===== config.mk =====
export PLATFORM = sky130hd
export DESIGN_NAME = cssu_top
export DESIGN_NICKNAME = d
export VERILOG_FILES = /design/src/logic/cssu_pkg.sv /design/src/logic/cssu_shift_if.sv /design/src/logic/cssu_shifter.sv /design/src/logic/cssu_top.sv
export SDC_FILE = /design/constraint.sdc
export NUM_CORES = 1
export LEC_CHECK = 0
export BUFFER_PORTS_ARGS = -buffer_cell sky130_fd_sc_hd__clkbuf_2
export CAP_MARGIN = 10
export CORE_MARGIN = 3
export CORE_UTILIZATION = 50
export DETAILED_ROUTE_END_ITERATION = 10
export PLACE_DENSITY = 0.78
export SYNTH_ARGS = -nofsm -noshare
export SYNTH_HDL_FRONTEND = slang
export SYNTH_SLANG_ARGS = --single-unit

===== constraint.sdc =====
create_clock -name ref_clk -period 5.3 [get_ports ref_clk]
set_clock_uncertainty 0.05 [all_clocks]
set_input_delay 1.325 -clock ref_clk [delete_from_list [all_inputs] [get_ports ref_clk]]
set_output_delay 1.325 -clock ref_clk [all_outputs]
set_load 0.03 [all_outputs]

===== src/logic/cssu_pkg.sv =====
// Purpose: Shared constants and types for the shift, sign-extend and sleep unit
// Assumes: Opcode bytes arrive whole from the instruction decoder
// Notes: Shift group second bytes are 8xH, the low nibble holds kind and operand mode
package cssu_pkg;

   // ****************************************
   // Encodings
   // ****************************************
   localparam logic [7:0] PREFIX_OP = 8'hCE;
   localparam logic [7:0] OP_SIGN_EXT = 8'hA8;
   localparam logic [7:0] OP_SLEEP = 8'hAF;
   localparam logic [3:0] SHIFT_GROUP = 4'h8;
   localparam logic [7:0] OP_ASR_PTR = 8'h8B;
   localparam logic [7:0] OP_LSR_PTR = 8'h8F;
   localparam int GROUP_MSB = 7;
   localparam int GROUP_LSB = 4;
   localparam int KIND_MSB = 3;
   localparam int KIND_LSB = 2;
   localparam int MODE_MSB = 1;
   localparam int MODE_LSB = 0;
   localparam int SIGN_BIT = 7;
   localparam int PRE_SIGN_BIT = 6;
   localparam int LSB_BIT = 0;
   localparam logic [7:0] BYTE_ZERO = 8'h00;
   localparam logic [7:0] BYTE_ONES = 8'hFF;
   localparam int ADDR_W = 24;

   // ****************************************
   // Types
   // ****************************************
   typedef enum logic [1:0] {SH_ASL, SH_LSL, SH_ASR, SH_LSR} cssu_kind_t;
   typedef enum logic [1:0] {MD_REG_A, MD_REG_B, MD_BASE, MD_PTR} cssu_mode_t;

   // ****************************************
   // Opcode field decode
   // ****************************************
   function automatic cssu_kind_t op_kind(input logic [7:0] op);
      op_kind = cssu_kind_t'(op[KIND_MSB:KIND_LSB]);
   endfunction

   function automatic cssu_mode_t op_mode(input logic [7:0] op);
      op_mode = cssu_mode_t'(op[MODE_MSB:MODE_LSB]);
   endfunction

   // Right shifts through the pointer pair are not part of this unit
   function automatic logic op_is_shift(input logic [7:0] op);
      op_is_shift = (op[GROUP_MSB:GROUP_LSB] == SHIFT_GROUP) &&
                    (op != OP_ASR_PTR) && (op != OP_LSR_PTR);
   endfunction

endpackage


===== src/logic/cssu_shift_if.sv =====
// Purpose: Carries an operand to the shifter and its result back
// Assumes: Purely combinational path, same clock domain
// Notes: ctrl side drives the request, unit side answers
`timescale 1ns/1ns
`default_nettype none
interface cssu_shift_if;
   cssu_pkg::cssu_kind_t kind;
   logic [7:0] operand;
   logic v_in;
   logic [7:0] result;
   logic n_out;
   logic v_out;
   logic c_out;
   logic z_out;
   modport ctrl (output kind, output operand, output v_in,
                 input result, input n_out, input v_out, input c_out, input z_out);
   modport unit (input kind, input operand, input v_in,
                 output result, output n_out, output v_out, output c_out, output z_out);
endinterface
`default_nettype wire


===== src/logic/cssu_shifter.sv =====
// Purpose: One-bit shifter with negative, overflow, carry and zero flags
// Assumes: Operand and kind are stable within the cycle
// Notes: Combinational; the caller registers result and flags
`timescale 1ns/1ns
`default_nettype none
module cssu_shifter (
   cssu_shift_if.unit sh
);

   // ****************************************
   // Shift and flag logic
   // ****************************************
   always_comb
   begin
      sh.result = cssu_pkg::BYTE_ZERO;
      sh.c_out = 1'b0;
      sh.v_out = sh.v_in;
      unique case (sh.kind)
         cssu_pkg::SH_ASL, cssu_pkg::SH_LSL:
         begin
            sh.result = {sh.operand[cssu_pkg::PRE_SIGN_BIT:cssu_pkg::LSB_BIT], 1'b0};
            sh.c_out = sh.operand[cssu_pkg::SIGN_BIT];
            // Overflow means the sign bit changed
            if (sh.kind == cssu_pkg::SH_ASL)
            begin
               sh.v_out = sh.operand[cssu_pkg::SIGN_BIT] ^
                          sh.operand[cssu_pkg::PRE_SIGN_BIT];
            end
         end
         cssu_pkg::SH_ASR:
         begin
            sh.result = {sh.operand[cssu_pkg::SIGN_BIT],
                         sh.operand[cssu_pkg::SIGN_BIT:1]};
            sh.c_out = sh.operand[cssu_pkg::LSB_BIT];
            sh.v_out = 1'b0;
         end
         cssu_pkg::SH_LSR:
         begin
            sh.result = {1'b0, sh.operand[cssu_pkg::SIGN_BIT:1]};
            sh.c_out = sh.operand[cssu_pkg::LSB_BIT];
         end
      endcase
      sh.n_out = sh.result[cssu_pkg::SIGN_BIT];
      sh.z_out = (sh.result == cssu_pkg::BYTE_ZERO);
   end

endmodule
`default_nettype wire


===== src/logic/cssu_top.sv =====
// Purpose: Executes sign extend, one-bit shifts and sleep entry for the CPU
// Assumes: Memory answers a read with mem_rd_valid; writes complete in one cycle
// Notes: Flags live here and are driven out; register writes are one-cycle strobes
// Functional notes
// - Sign extend copies accumulator bit 7
// - High register 00H or FFH, flags kept
// - Left shifts: bit 7 to carry, zero in
// - Arithmetic left also updates overflow flag
// - Logical left keeps overflow unchanged
// - Arithmetic left opcodes CEH 80H to 83H
// - Logical left opcodes CEH 84H to 87H
// - Base form address: base high, byte low
// - Large models take page from extended page
// - Arithmetic right clears overflow, updates others
// - Arithmetic right opcodes CEH 88H to 8AH
// - Logical right zero in, N cleared
// - Logical right opcodes CEH 8CH to 8EH
// - CEH AFH enters sleep, flags kept
// - Sleep halts processor, peripherals and oscillator
// - External interrupt wakes from sleep
`timescale 1ns/1ns
`default_nettype none
module cssu_top (
   input wire logic ref_clk,
   input wire logic reset_n,
   input wire logic instr_valid,
   input wire logic [7:0] prefix_byte,
   input wire logic [7:0] op_byte,
   input wire logic [7:0] low_addr_byte,
   output logic instr_ready,
   output logic instr_done,
   output logic illegal_op,
   input wire logic [7:0] acc_in,
   input wire logic [7:0] b_in,
   output logic a_wr_en,
   output logic [7:0] a_wr_data,
   output logic b_wr_en,
   output logic [7:0] b_wr_data,
   input wire logic [7:0] base_page_reg,
   input wire logic [15:0] pointer_pair,
   input wire logic [7:0] extended_page_reg,
   input wire logic large_memory_models,
   output logic [23:0] mem_addr,
   output logic mem_rd_en,
   input wire logic mem_rd_valid,
   input wire logic [7:0] mem_rd_data,
   output logic mem_wr_en,
   output logic [7:0] mem_wr_data,
   output logic flag_n,
   output logic flag_v,
   output logic flag_c,
   output logic flag_z,
   input wire logic ext_irq,
   output logic sleep_active
);

   // ****************************************
   // State
   // ****************************************
   typedef enum logic [1:0] {ST_IDLE, ST_MEM_WAIT, ST_SLEEP} cssu_state_t;

   typedef struct packed {
      cssu_state_t st;
      cssu_pkg::cssu_kind_t kind;
      logic [cssu_pkg::ADDR_W-1:0] addr;
      logic rd;
      logic wr;
      logic [7:0] wdata;
      logic a_we;
      logic [7:0] a_data;
      logic b_we;
      logic [7:0] b_data;
      logic n;
      logic v;
      logic c;
      logic z;
      logic done;
      logic bad;
      logic irq_s1;
      logic irq_s2;
   } cssu_regs_t;

   cssu_regs_t r_r;
   cssu_regs_t r_nxt;

   cssu_shift_if sh ();

   cssu_shifter u_shifter (
      .sh(sh.unit)
   );

   logic take;
   cssu_pkg::cssu_mode_t mode;
   logic [7:0] page;

   // ****************************************
   // Decode helpers
   // ****************************************
   assign take = instr_valid && (r_r.st == ST_IDLE);
   assign mode = cssu_pkg::op_mode(op_byte);
   // Small memory models live in page zero
   assign page = large_memory_models ? extended_page_reg : cssu_pkg::BYTE_ZERO;

   // ****************************************
   // Shifter operand select
   // ****************************************
   always_comb
   begin
      sh.v_in = r_r.v;
      if (r_r.st == ST_MEM_WAIT)
      begin
         sh.kind = r_r.kind;
         sh.operand = mem_rd_data;
      end
      else
      begin
         sh.kind = cssu_pkg::op_kind(op_byte);
         sh.operand = (mode == cssu_pkg::MD_REG_B) ? b_in : acc_in;
      end
   end

   // ****************************************
   // Next state
   // ****************************************
   always_comb
   begin
      r_nxt = r_r;
      r_nxt.rd = 1'b0;
      r_nxt.wr = 1'b0;
      r_nxt.a_we = 1'b0;
      r_nxt.b_we = 1'b0;
      r_nxt.done = 1'b0;
      r_nxt.bad = 1'b0;
      r_nxt.irq_s1 = ext_irq;
      r_nxt.irq_s2 = r_r.irq_s1;
      unique case (r_r.st)
         ST_IDLE:
         begin
            if (take)
            begin
               if (prefix_byte != cssu_pkg::PREFIX_OP)
               begin
                  r_nxt.bad = 1'b1;
                  r_nxt.done = 1'b1;
               end
               else if (op_byte == cssu_pkg::OP_SIGN_EXT)
               begin
                  // Flags are left alone
                  r_nxt.b_we = 1'b1;
                  r_nxt.b_data = acc_in[cssu_pkg::SIGN_BIT] ? cssu_pkg::BYTE_ONES
                                                            : cssu_pkg::BYTE_ZERO;
                  r_nxt.done = 1'b1;
               end
               else if (op_byte == cssu_pkg::OP_SLEEP)
               begin
                  r_nxt.st = ST_SLEEP;
                  r_nxt.done = 1'b1;
               end
               else if (cssu_pkg::op_is_shift(op_byte))
               begin
                  // Opcode bits pick kind and operand mode
                  r_nxt.kind = sh.kind;
                  if (mode == cssu_pkg::MD_REG_A || mode == cssu_pkg::MD_REG_B)
                  begin
                     r_nxt.a_we = (mode == cssu_pkg::MD_REG_A);
                     r_nxt.b_we = (mode == cssu_pkg::MD_REG_B);
                     r_nxt.a_data = sh.result;
                     r_nxt.b_data = sh.result;
                     r_nxt.n = sh.n_out;
                     r_nxt.v = sh.v_out;
                     r_nxt.c = sh.c_out;
                     r_nxt.z = sh.z_out;
                     r_nxt.done = 1'b1;
                  end
                  else
                  begin
                     if (mode == cssu_pkg::MD_BASE)
                     begin
                        r_nxt.addr = {page, base_page_reg, low_addr_byte};
                     end
                     else
                     begin
                        r_nxt.addr = {page, pointer_pair};
                     end
                     r_nxt.rd = 1'b1;
                     r_nxt.st = ST_MEM_WAIT;
                  end
               end
               else
               begin
                  r_nxt.bad = 1'b1;
                  r_nxt.done = 1'b1;
               end
            end
         end
         ST_MEM_WAIT:
         begin
            // Write back to the very address that was read
            if (mem_rd_valid)
            begin
               r_nxt.wr = 1'b1;
               r_nxt.wdata = sh.result;
               r_nxt.n = sh.n_out;
               r_nxt.v = sh.v_out;
               r_nxt.c = sh.c_out;
               r_nxt.z = sh.z_out;
               r_nxt.done = 1'b1;
               r_nxt.st = ST_IDLE;
            end
         end
         ST_SLEEP:
         begin
            // Only a synchronised interrupt level ends sleep
            if (r_r.irq_s2)
            begin
               r_nxt.st = ST_IDLE;
            end
         end
         // Unused state code falls back to idle rather than locking up
         default:
         begin
            r_nxt.st = ST_IDLE;
         end
      endcase
   end

   always_ff @(posedge ref_clk or negedge reset_n)
   begin
      if (!reset_n)
      begin
         r_r <= '0;
      end
      else
      begin
         r_r <= r_nxt;
      end
   end

   // ****************************************
   // Outputs
   // ****************************************
   assign instr_ready = (r_r.st == ST_IDLE);
   assign instr_done = r_r.done;
   assign illegal_op = r_r.bad;
   assign a_wr_en = r_r.a_we;
   assign a_wr_data = r_r.a_data;
   assign b_wr_en = r_r.b_we;
   assign b_wr_data = r_r.b_data;
   assign mem_addr = r_r.addr;
   assign mem_rd_en = r_r.rd;
   assign mem_wr_en = r_r.wr;
   assign mem_wr_data = r_r.wdata;
   assign flag_n = r_r.n;
   assign flag_v = r_r.v;
   assign flag_c = r_r.c;
   assign flag_z = r_r.z;
   // System uses this level to gate CPU, peripheral and oscillator clocks
   assign sleep_active = (r_r.st == ST_SLEEP);

   logic ok_pre;
   assign ok_pre = take && (prefix_byte == cssu_pkg::PREFIX_OP);
endmodule
`default_nettype wire


==> flow_summary_export.csv, run 1 <==
group,metric,value,unit
cts,cts_buffer_depth,2,
route,dr.pass1.iters,5,
timing,setup-tns-final,0,ps
synthesis,syn_area_per_cell,9.95,µm²
synthesis,synthMuxAreaShare,13.4,%
synthesis,synth.area.top_cells,"dfrtp_1 (44%), buf_4 (10%), mux2i_1 (7.5%)",
synthesis,synth_cell_types,43,
placement,placed_area,0.00399,mm²
synthesis,synth_top_area_share,44.4,%
route,vias_per_cell,5.15,
placement,portBuffers,145,
route,vias,2855,
synthesis,seq_area_frac_synth,44.4,%
cts,h-tree-depth,3,
floorplan,ios,146,
route,wire_per_inst,14.8,µm
cts,clk-insertion-delay-late,320,ps
synthesis,synth_top_family_by_area,"simple AND/OR/NAND/NOR gates",
cts,cts_tree,"yes",
timing,setup_viol,0,
worst_setup_path,critPathArrivalTime,3430,ps
worst_setup_path,cp-startpoint,"op_byte[4]",
run_status,status,"finished, final reports clean",
worst_setup_path,cp_max_fo,42,
worst_setup_path,reg2reg_depth,6,
synthesis,syn-cell-area,0.00361,mm²
cts,root_buffer,"clkbuf_8",
synthesis,synth_edf_count,0,
floorplan,rows,30,
timing,hold_viol,0,
placement,placed_cells,539,
run,drv_cap,0,
route,ant_nets,0,
timing,maxSlewViolCount,0,
global_routing,antenna_found_initial,0,
placement,gp_congestion,0.910,
final_layout,final_common_cell,"clkbuf_2",
floorplan,die_h,91.0,µm
final_layout,final_cell_area,0.00421,mm²
synthesis,synthAdderAreaFrac,0,%
synthesis,yosys.area.top_type,"dfrtp_1",
cts,ctsResizeCount,0,
placement,dpl.hpwl,6.47,mm
final_layout,drive_gt1_share,43.2,%
pwr,max-vdd-ir-drop,154,µV
worst_setup_path,regToRegStartpoint,"r_r[62]",
floorplan,coreArea,0.00691,mm²
cts,clkSinkCount,64,
final_layout,fill_cells,643,
cts,clk_pin_slew,70,ps
timing,worstMarginPinSlew,970,ps
worst_setup_path,cp_data_required_time,5500,ps
pwr,p_leak,2.22,nW
pwr,power_density,264,mW/mm²
worst_setup_path,critPathKind,"in2reg",
synthesis,syn_inst,363,
final_layout,final_cells,554,
synthesis,ys_ff_latch,64,
timing,period_share,60.9,%
global_routing,grt_pass1_wl,13.8,mm
timing,slew_headroom,35.0,%
cts,cts_made_buffers,9,
worst_setup_path,critPathLaunchType,"input pin",
floorplan,die_w,91.0,µm
global_routing,grt_usage,20.5,%
global_routing,grt_max_degree,65,
floorplan,die_area,0.00828,mm²
synthesis,synthArstFlopShare,100,%
route,wl,8.20,mm
placement,place_ws,1750,ps
hold_path,hp-start,"r_nxt[0]",
worst_setup_path,end_kind,"register",
cts,post_cts_buffers,0,
final_layout,synthToLayoutAreaGrowth,16.6,%
synthesis,ys_warn_count,0,
timing,fmax,310,MHz
synthesis,synth_compound_area_share,11.9,%
synthesis,syn-num-nets,449,
route,drc_errors,0,
hold_path,min_path_cells,0,
timing,layout_setup_ws,2070,ps
final_layout,final_nets,540,
timing,final.min_clock_period,3230,ps
final_layout,utilization,60.9,%
global_routing,grt-ovfl-total,0,
synthesis,yosys.area_share.simple,15.8,%
route,drt_iter0_markers,98,
final_layout,final_cell_mix,"clkbuf_2 (144), dfrtp_1 (64), nand2_1 (57)",
pwr,p_total,1.11,mW
synthesis,synth-xor-area-share,0.728,%
final_layout,antenna_cells,0,
hold_path,min_path_type,"reg2reg",
timing,rsz0062_at_grt,"no",
cts,hold_buffers,0,
timing,worst_hold_slack,299,ps
global_routing,grt_pass1_vias,2862,
floorplan,initial_core_util,52.3,%
synthesis,ys_dominant_reg_cell,"dfrtp_1",
area by class of cell:
| class | instances | area, µm² | area share (%) |
|---|---|---|---|
| flip-flops and latches | 64 | 1600 | 38.1 |
| inverters | 5 | 20.0 | 0.476 |
| clock buffers | 12 | 155 | 3.69 |
| repair buffers | 146 | 733 | 17.4 |
| clock inverters | 3 | 65.1 | 1.55 |
| multi-input cells | 228 | 1510 | 36.0 |
| well taps | 96 | 120 | 2.85 |
power by group:
group / switching, mW / total [mW] / internal [mW]
Combinational: 0.0833 / 0.143 / 0.0602
Sequential: 0.00650 / 0.506 / 0.500
Clock: 0.175 / 0.462 / 0.288
Total: 0.264 / 1.11 / 0.847
sequential cells by signal, summed over array words and instances (netlist names):
signal / flops
a_wr_data: 8
a_wr_en: 1
b_wr_data: 8
b_wr_en: 1
flag_c: 1
flag_n: 1
flag_v: 1
flag_z: 1
illegal_op: 1
instr_done: 1
mem_addr: 24
mem_rd_en: 1
mem_wr_data: 8
mem_wr_en: 1
r_nxt: 1
r_r: 5
worst max-delay path, stage by stage:
cell and delay (ps):
clkbuf_2 90, or4b_1 720, nor2_4 170, nand2_1 50
or2_2 620, clkinv_2 240, nand3_1 100, nand2_1 80
path summary, 6_finish.rpt:
kind,endpoint,slack [ps]
max,mem_addr[21],2070
min,r_r[0],300
max reg2reg,mem_addr[21],2950
min reg2reg,r_r[0],300
max in group asynchronous,mem_addr[5],3570
min in group asynchronous,mem_wr_en,1120
cells in the mapped netlist, drive strengths merged, types with 2 or more instances:
cell type  instances
nor4bb             2
mux4               6
a21o               4
o21a               4
nand2             57
xnor2              2
mux2               7
o21ai             32
mux2i             27
and2               2
a21oi             10
nor2b              3
buf               59
nand3             14
nor2              24
a31oi              8
nand2b             4
inv                4
nor3               3
clkbuf             7
dfrtp             64
or2                4
a211oi             3
and3               2
layer usage:
layer / GRT usage [%] / routed length [µm]
met5: 0 / 0
met4: 6.03 / 170
met3: 4.56 / 510
met2: 35.1 / 4040
met1: 26.0 / 3470
logic make-up (layout without fill, tap and decap cells):
kind of cell | Yosys count | after routing
AND/OR/NAND/NOR | 121 | 121
multiplexers | 40 | 40
AO/OA/AOI/OAI | 64 | 64
buffers and inverters | 71 | 166
XOR/XNOR | 3 | 3
flip-flops | 64 | 64
(Power assumes the default switching activity.)
==> run 2, diff against run 1 <==
ABC_AREA = 1   (was default)
CORE_UTILIZATION = 44   (was 50)
PLACE_DENSITY = 0.73   (was 0.78)
clock period = 2.68 ns   (was 5.3 ns; I/O delays follow)
==> flow_summary_export.csv, run 2 <==
group,metric,value,unit
run_status,status,"finished, final reports clean",
synthesis,synth.area.top_cells,"dfrtp_1 (45%), nand2_1 (11%), buf_4 (10%)",
timing,final.min_clock_period,2040,ps
run,drv_cap,0,
final_layout,antenna_cells,0,
cts,h-tree-depth,3,
pwr,p_leak,2.37,nW
pwr,p_sw,503,µW
global_routing,grt-ovfl-total,0,
final_layout,drive_gt1_share,37.1,%
timing,setup-tns-final,0,ps
synthesis,synth_most_common_cell,"nand2_1",
timing,slew_headroom,58.5,%
global_routing,grt_pass1_wl,12.7,mm
route,wl,8.14,mm
route,drt_iter0_markers,128,
synthesis,synth_edf_count,0,
worst_setup_path,critPathKind,"reg2reg",
route,vias,3020,
timing,fmax,491,MHz
synthesis,synthArstFlopShare,100,%
floorplan,die_area,0.00925,mm²
final_layout,final_common_cell,"clkbuf_2",
worst_setup_path,crit_path_frequent_cell,"nand2_1",
route,wire_per_inst,12.9,µm
pwr,comb_power_share,12.2,%
timing,hold_viol,0,
worst_setup_path,worstPathCellList,"inv_2 -> nand2_1 -> nor2_2 -> inv_1 -> nand2_4 -> nand2_1 -> nor2_1 -> nand2_1 -> nand2_1",
worst_setup_path,end_kind,"register",
worst_setup_path,cp_max_fo,20,
timing,maxSlewViolCount,0,
synthesis,ys_warn_count,0,
final_layout,synthToLayoutAreaGrowth,17.5,%
worst_setup_path,slowest_delay,410,ps
timing,worstMarginPinSlew,621,ps
synthesis,synth_top_area_share,44.8,%
cts,post_cts_buffers,0,
final_layout,ff_latch_area,0.00160,mm²
floorplan,die_h,96.2,µm
pwr,power.internal,1.48,mW
cts,cts_buffer_depth,2,
cts,clk-insertion-delay-late,330,ps
cts,hold_buffers,0,
cts,clkSinkCount,64,
route,vias_per_cell,4.77,
synthesis,synth_cell_types,32,
cts,root_buffer,"clkbuf_8",
final_layout,largest_reg_flops,24,
synthesis,syn_inst,429,
placement,placed_area,0.00402,mm²
pwr,clockPowerShare,38.3,%
floorplan,coreArea,0.00781,mm²
synthesis,syn-cell-area,0.00358,mm²
floorplan,rows,32,
synthesis,yosys.area.top_type,"dfrtp_1",
cts,cts_tree,"yes",
route,ant_nets,0,
global_routing,grt_max_degree,50,
worst_setup_path,cp_data_required_time,2890,ps
synthesis,ys_dominant_reg_cell,"dfrtp_1",
floorplan,die_w,96.2,µm
synthesis,syn_area_per_cell,8.34,µm²
final_layout,multiInputGateArea,0.00142,mm²
placement,gp_congestion,0.823,
placement,portBuffers,145,
timing,rsz0062_at_grt,"no",
worst_setup_path,cp_slowest_cell,"dfrtp_1",
final_layout,final_nets,612,
pwr,p_seq_share,49.5,%
hold_path,min_path_type,"in2async",
cts,cts_made_buffers,9,
global_routing,grt_pass1_vias,2795,
pwr,switching_share,25.3,%
global_routing,antenna_found_initial,0,
worst_setup_path,critPathArrivalTime,2250,ps
route,drc_errors,0,
final_layout,fill_cells,778,
final_layout,final_cell_area,0.00420,mm²
pwr,power_density,473,mW/mm²
synthesis,ys_ff_latch,64,
placement,dpl.hpwl,6.50,mm
timing,period_share,76.0,%
synthesis,syn-num-nets,515,
synthesis,ys_top_cells_by_count,"nand2_1 (109), dfrtp_1 (64), buf_4 (50)",
cts,ctsResizeCount,0,
synthesis,seq_area_frac_synth,44.8,%
pwr,max-vdd-ir-drop,232,µV
timing,setup_viol,0,
cts,clk_pin_slew,70,ps
worst_setup_path,critPathLaunchType,"register",
floorplan,initial_core_util,45.8,%
route,dr.pass1.iters,4,
final_layout,final_cell_mix,"clkbuf_2 (144), nand2_1 (109), dfrtp_1 (64)",
global_routing,grt_usage,17.8,%
floorplan,ios,146,
==> run 2: cell types whose count changed after synthesis, sizes merged, moves of 5 or more <==
cell	delta
o21ai	+11
mux4	-6
clkbuf	-5
mux2i	-11
nor2	+13
inv	+26
a31oi	-7
nand2	+61
mux2	-7
nand3	+20
==> run 2: through the flow <==
stage / std cells / hold slack [ps] / util, % / setup WS [ps] / power, mW
6_report: 633 / 286 / 53.8 / 644 / 1.99
2_1_floorplan: 429 / 281 / - / 768 / 1.13
3_3_place_gp: 617 / 283 / 51.5 / 488 / 1.24
3_5_place_dp: 617 / 286 / 51.5 / 406 / 1.25
5_1_grt: 633 / 309 / 53.8 / 353 / 2.07
4_1_cts: 633 / 297 / 53.8 / 596 / 2.01
==> run 2: layer usage <==
layer  GRT usage, %  up-vias  routed length (µm)
li1               -     1523                   -
met1           22.5     1395                3490
met2           29.7       93                3960
met3           3.99        9                 568
met4           6.16        0                 116
met5              0        -                   0
==> run 2: area by class of cell <==
cell class | instances | area share [%]
Clock buffer | 14 | 4.11
Clock inverter | 2 | 0.298
Inverter | 30 | 2.74
Multi-Input combinational cell | 274 | 33.8
Sequential cell | 64 | 38.1
Tap cell | 102 | 3.04
Timing Repair Buffer | 147 | 17.9
==> run 2: final timing paths <==
| kind | endpoint | depth (start not counted) | startpoint | slack [ps] |
|---|---|---|---|---|
| hold / removal | b_wr_data[2] | 1 | reset_n | 290 |
| max in group asynchronous | mem_addr[12] | 2 | reset_n | 1680 |
| setup / recovery | flag_z | 9 | r_r[63] | 640 |
| hold reg to reg | r_r[0] | 0 | r_nxt[0] | 300 |
| setup reg to reg | flag_z | 9 | r_r[63] | 640 |
| min in group ref_clk | r_r[0] | 0 | r_nxt[0] | 300 |
==> run 2: cells by family after synthesis <==
| logic type | Yosys count | share of synthesized area [%] |
|---|---|---|
| AOI/OAI and AO/OA | 60 | 9.51 |
| buffers and inverters | 91 | 15.5 |
| DFF | 64 | 44.8 |
| muxes | 16 | 4.48 |
| and+or+nand+nor | 198 | 25.7 |
==> run 2: worst max-delay path: cells and delay by family (launching register included) <==
kind	cells	cell delay [ps]
AND/OR/NAND/NOR	7	1160
flip-flops	1	410
buffers and inverters	2	360
==> run 2: power groups by stage <==
stage               sequential (mW)  combinational, mW  clock, mW
finish                        0.983              0.242      0.761
global route                  0.983              0.272      0.819
CTS                           0.983              0.246      0.782
detailed placement             1.00              0.245          0
global placement               1.00              0.239          0
floorplan                      1.01              0.124          0
==> run 3, diff against run 2 <==
CORE_UTILIZATION = 49   (was 44)
PLACE_DENSITY = 0.77   (was 0.73)
clock period = 2.1 ns   (was 2.68 ns; I/O delays follow)
==> flow_summary_export.csv, run 3 (synthesized netlist as in run 2, its figures left out) <==
group,metric,value,unit
final_layout,fill_cells,659,
final_layout,largest_reg_flops,24,
floorplan,ios,146,
final_layout,final_cell_area,0.00426,mm²
floorplan,initial_core_util,51.5,%
global_routing,busiest_layer,"met2",
worst_setup_path,worstPathCellList,"inv_2 -> nand2_1 -> buf_4 -> or2_1 -> nand2_1 -> nor2_2 -> nor2_4 -> nand2_2 -> nor2_1 -> nand2_1 -> nand2_1",
route,vias_per_cell,4.84,
cts,cts_tree,"yes",
pwr,p_total,2.64,mW
global_routing,met3_usage,4.64,%
worst_setup_path,critPathBufInv,2,
final_layout,multiInputGateArea,0.00142,mm²
worst_setup_path,critPathLaunchType,"register",
timing,setup_viol,0,
worst_setup_path,cp_slowest_cell,"dfrtp_1",
timing,hold_viol,0,
timing,worst_hold_slack,151,ps
worst_setup_path,cp_data_required_time,2320,ps
final_layout,final_cell_mix,"clkbuf_2 (144), nand2_1 (109), dfrtp_1 (64)",
timing,final.min_clock_period,1870,ps
final_layout,antenna_cells,0,
timing,slew_headroom,64.8,%
pwr,power_density,620,mW/mm²
global_routing,grt_use_met2,34.2,%
final_layout,utilization,61.4,%
cts,hold_buffers,0,
hold_path,min_path_type,"in2async",
pwr,p_leak,2.41,nW
worst_setup_path,cp_max_fo,11,
cts,clkSinkCount,64,
worst_setup_path,timing.rr.end,"flag_z",
run,drv_cap,0,
final_layout,final_common_cell,"clkbuf_2",
floorplan,coreArea,0.00694,mm²
cts,root_buffer,"clkbuf_8",
worst_setup_path,crit_path_frequent_cell,"nand2_1",
route,drt_iter0_markers,147,
route,ant_nets,0,
route,dr.pass1.iters,4,
global_routing,grt-ovfl-total,0,
route,drc_errors,0,
global_routing,gr-usage-met1,24.8,%
pwr,max-vdd-ir-drop,291,µV
worst_setup_path,slowest_delay,410,ps
floorplan,die_w,91.4,µm
timing,rsz0062_at_grt,"no",
global_routing,grt_pass1_vias,2938,
placement,portBuffers,145,
placement,place_ws,195,ps
placement,placed_area,0.00406,mm²
final_layout,ff_latch_area,0.00160,mm²
cts,clk-insertion-delay-late,330,ps
placement,gp_congestion,0.820,
final_layout,synthToLayoutAreaGrowth,19.1,%
global_routing,grt_usage,20.0,%
cts,post_cts_buffers,0,
timing,maxSlewViolCount,0,
floorplan,die_h,91.4,µm
route,wl,8.22,mm
route,wire_per_inst,13.0,µm
route,vias,3056,
cts,cts_buffer_depth,2,
worst_setup_path,crit_family,"simple AND/OR/NAND/NOR gates",
timing,setup-tns-final,0,ps
cts,clk_pin_slew,70,ps
placement,dpl.hpwl,6.48,mm
floorplan,rows,30,
run_status,status,"finished, final reports clean",
final_layout,final_nets,618,
worst_setup_path,cp.depth,11,
timing,fmax,534,MHz
worst_setup_path,reg2reg_depth,11,
timing,worstMarginPinSlew,527,ps
worst_setup_path,critPathKind,"reg2reg",
worst_setup_path,end_kind,"register",
final_layout,drive_gt1_share,38.1,%
timing,layout_setup_ws,228,ps
worst_setup_path,cp-startpoint,"r_r[63]",
worst_setup_path,critPathArrivalTime,2090,ps
global_routing,grt_pass1_wl,13.5,mm
cts,cts_made_buffers,9,
cts,h-tree-depth,3,
timing,period_share,89.1,%
global_routing,antenna_found_initial,0,
cts,ctsResizeCount,0,
worst_setup_path,regToRegStartpoint,"r_r[63]",
final_layout,final_cells,632,
floorplan,die_area,0.00836,mm²
placement,placed_cells,617,
worst_setup_path,crit_end,"flag_z",
worst_setup_path,r2r_slack,230,ps
global_routing,grt_max_degree,65,
run 3: report_power, final:
group,internal [mW],leakage (nW),switching (mW)
Sequential,1.25,0.869,0.00830
Combinational,0.123,1.43,0.185
Clock,0.635,0.108,0.442
run 3: layer usage:
layer  share of wire, %  vias to the layer above
met5                  0                        -
met4                1.3                        0
met3                6.5                       12
met2                 50                      102
met1                 42                     1406
li1                   -                     1536
run 3: worst min path at each step:
stage	cells past startpoint	from	to	slack (ps)
floorplan	0	reset_n	a_wr_data[0]	180
global placement	0	r_nxt[0]	r_r[0]	280
CTS	2	reset_n	b_wr_data[2]	160
global route	2	reset_n	b_wr_data[2]	170
detailed placement	0	r_nxt[0]	r_r[0]	290
finish	2	reset_n	b_wr_data[2]	150
run 3: layout make-up:
cell class	instances	share of cell area [%]
inverter	30	2.70
timing repair buffer	153	18.7
tap	96	2.82
sequential	64	37.6
clock buffer	12	3.88
multi-input combinational	274	33.4
clock inverter	3	0.940
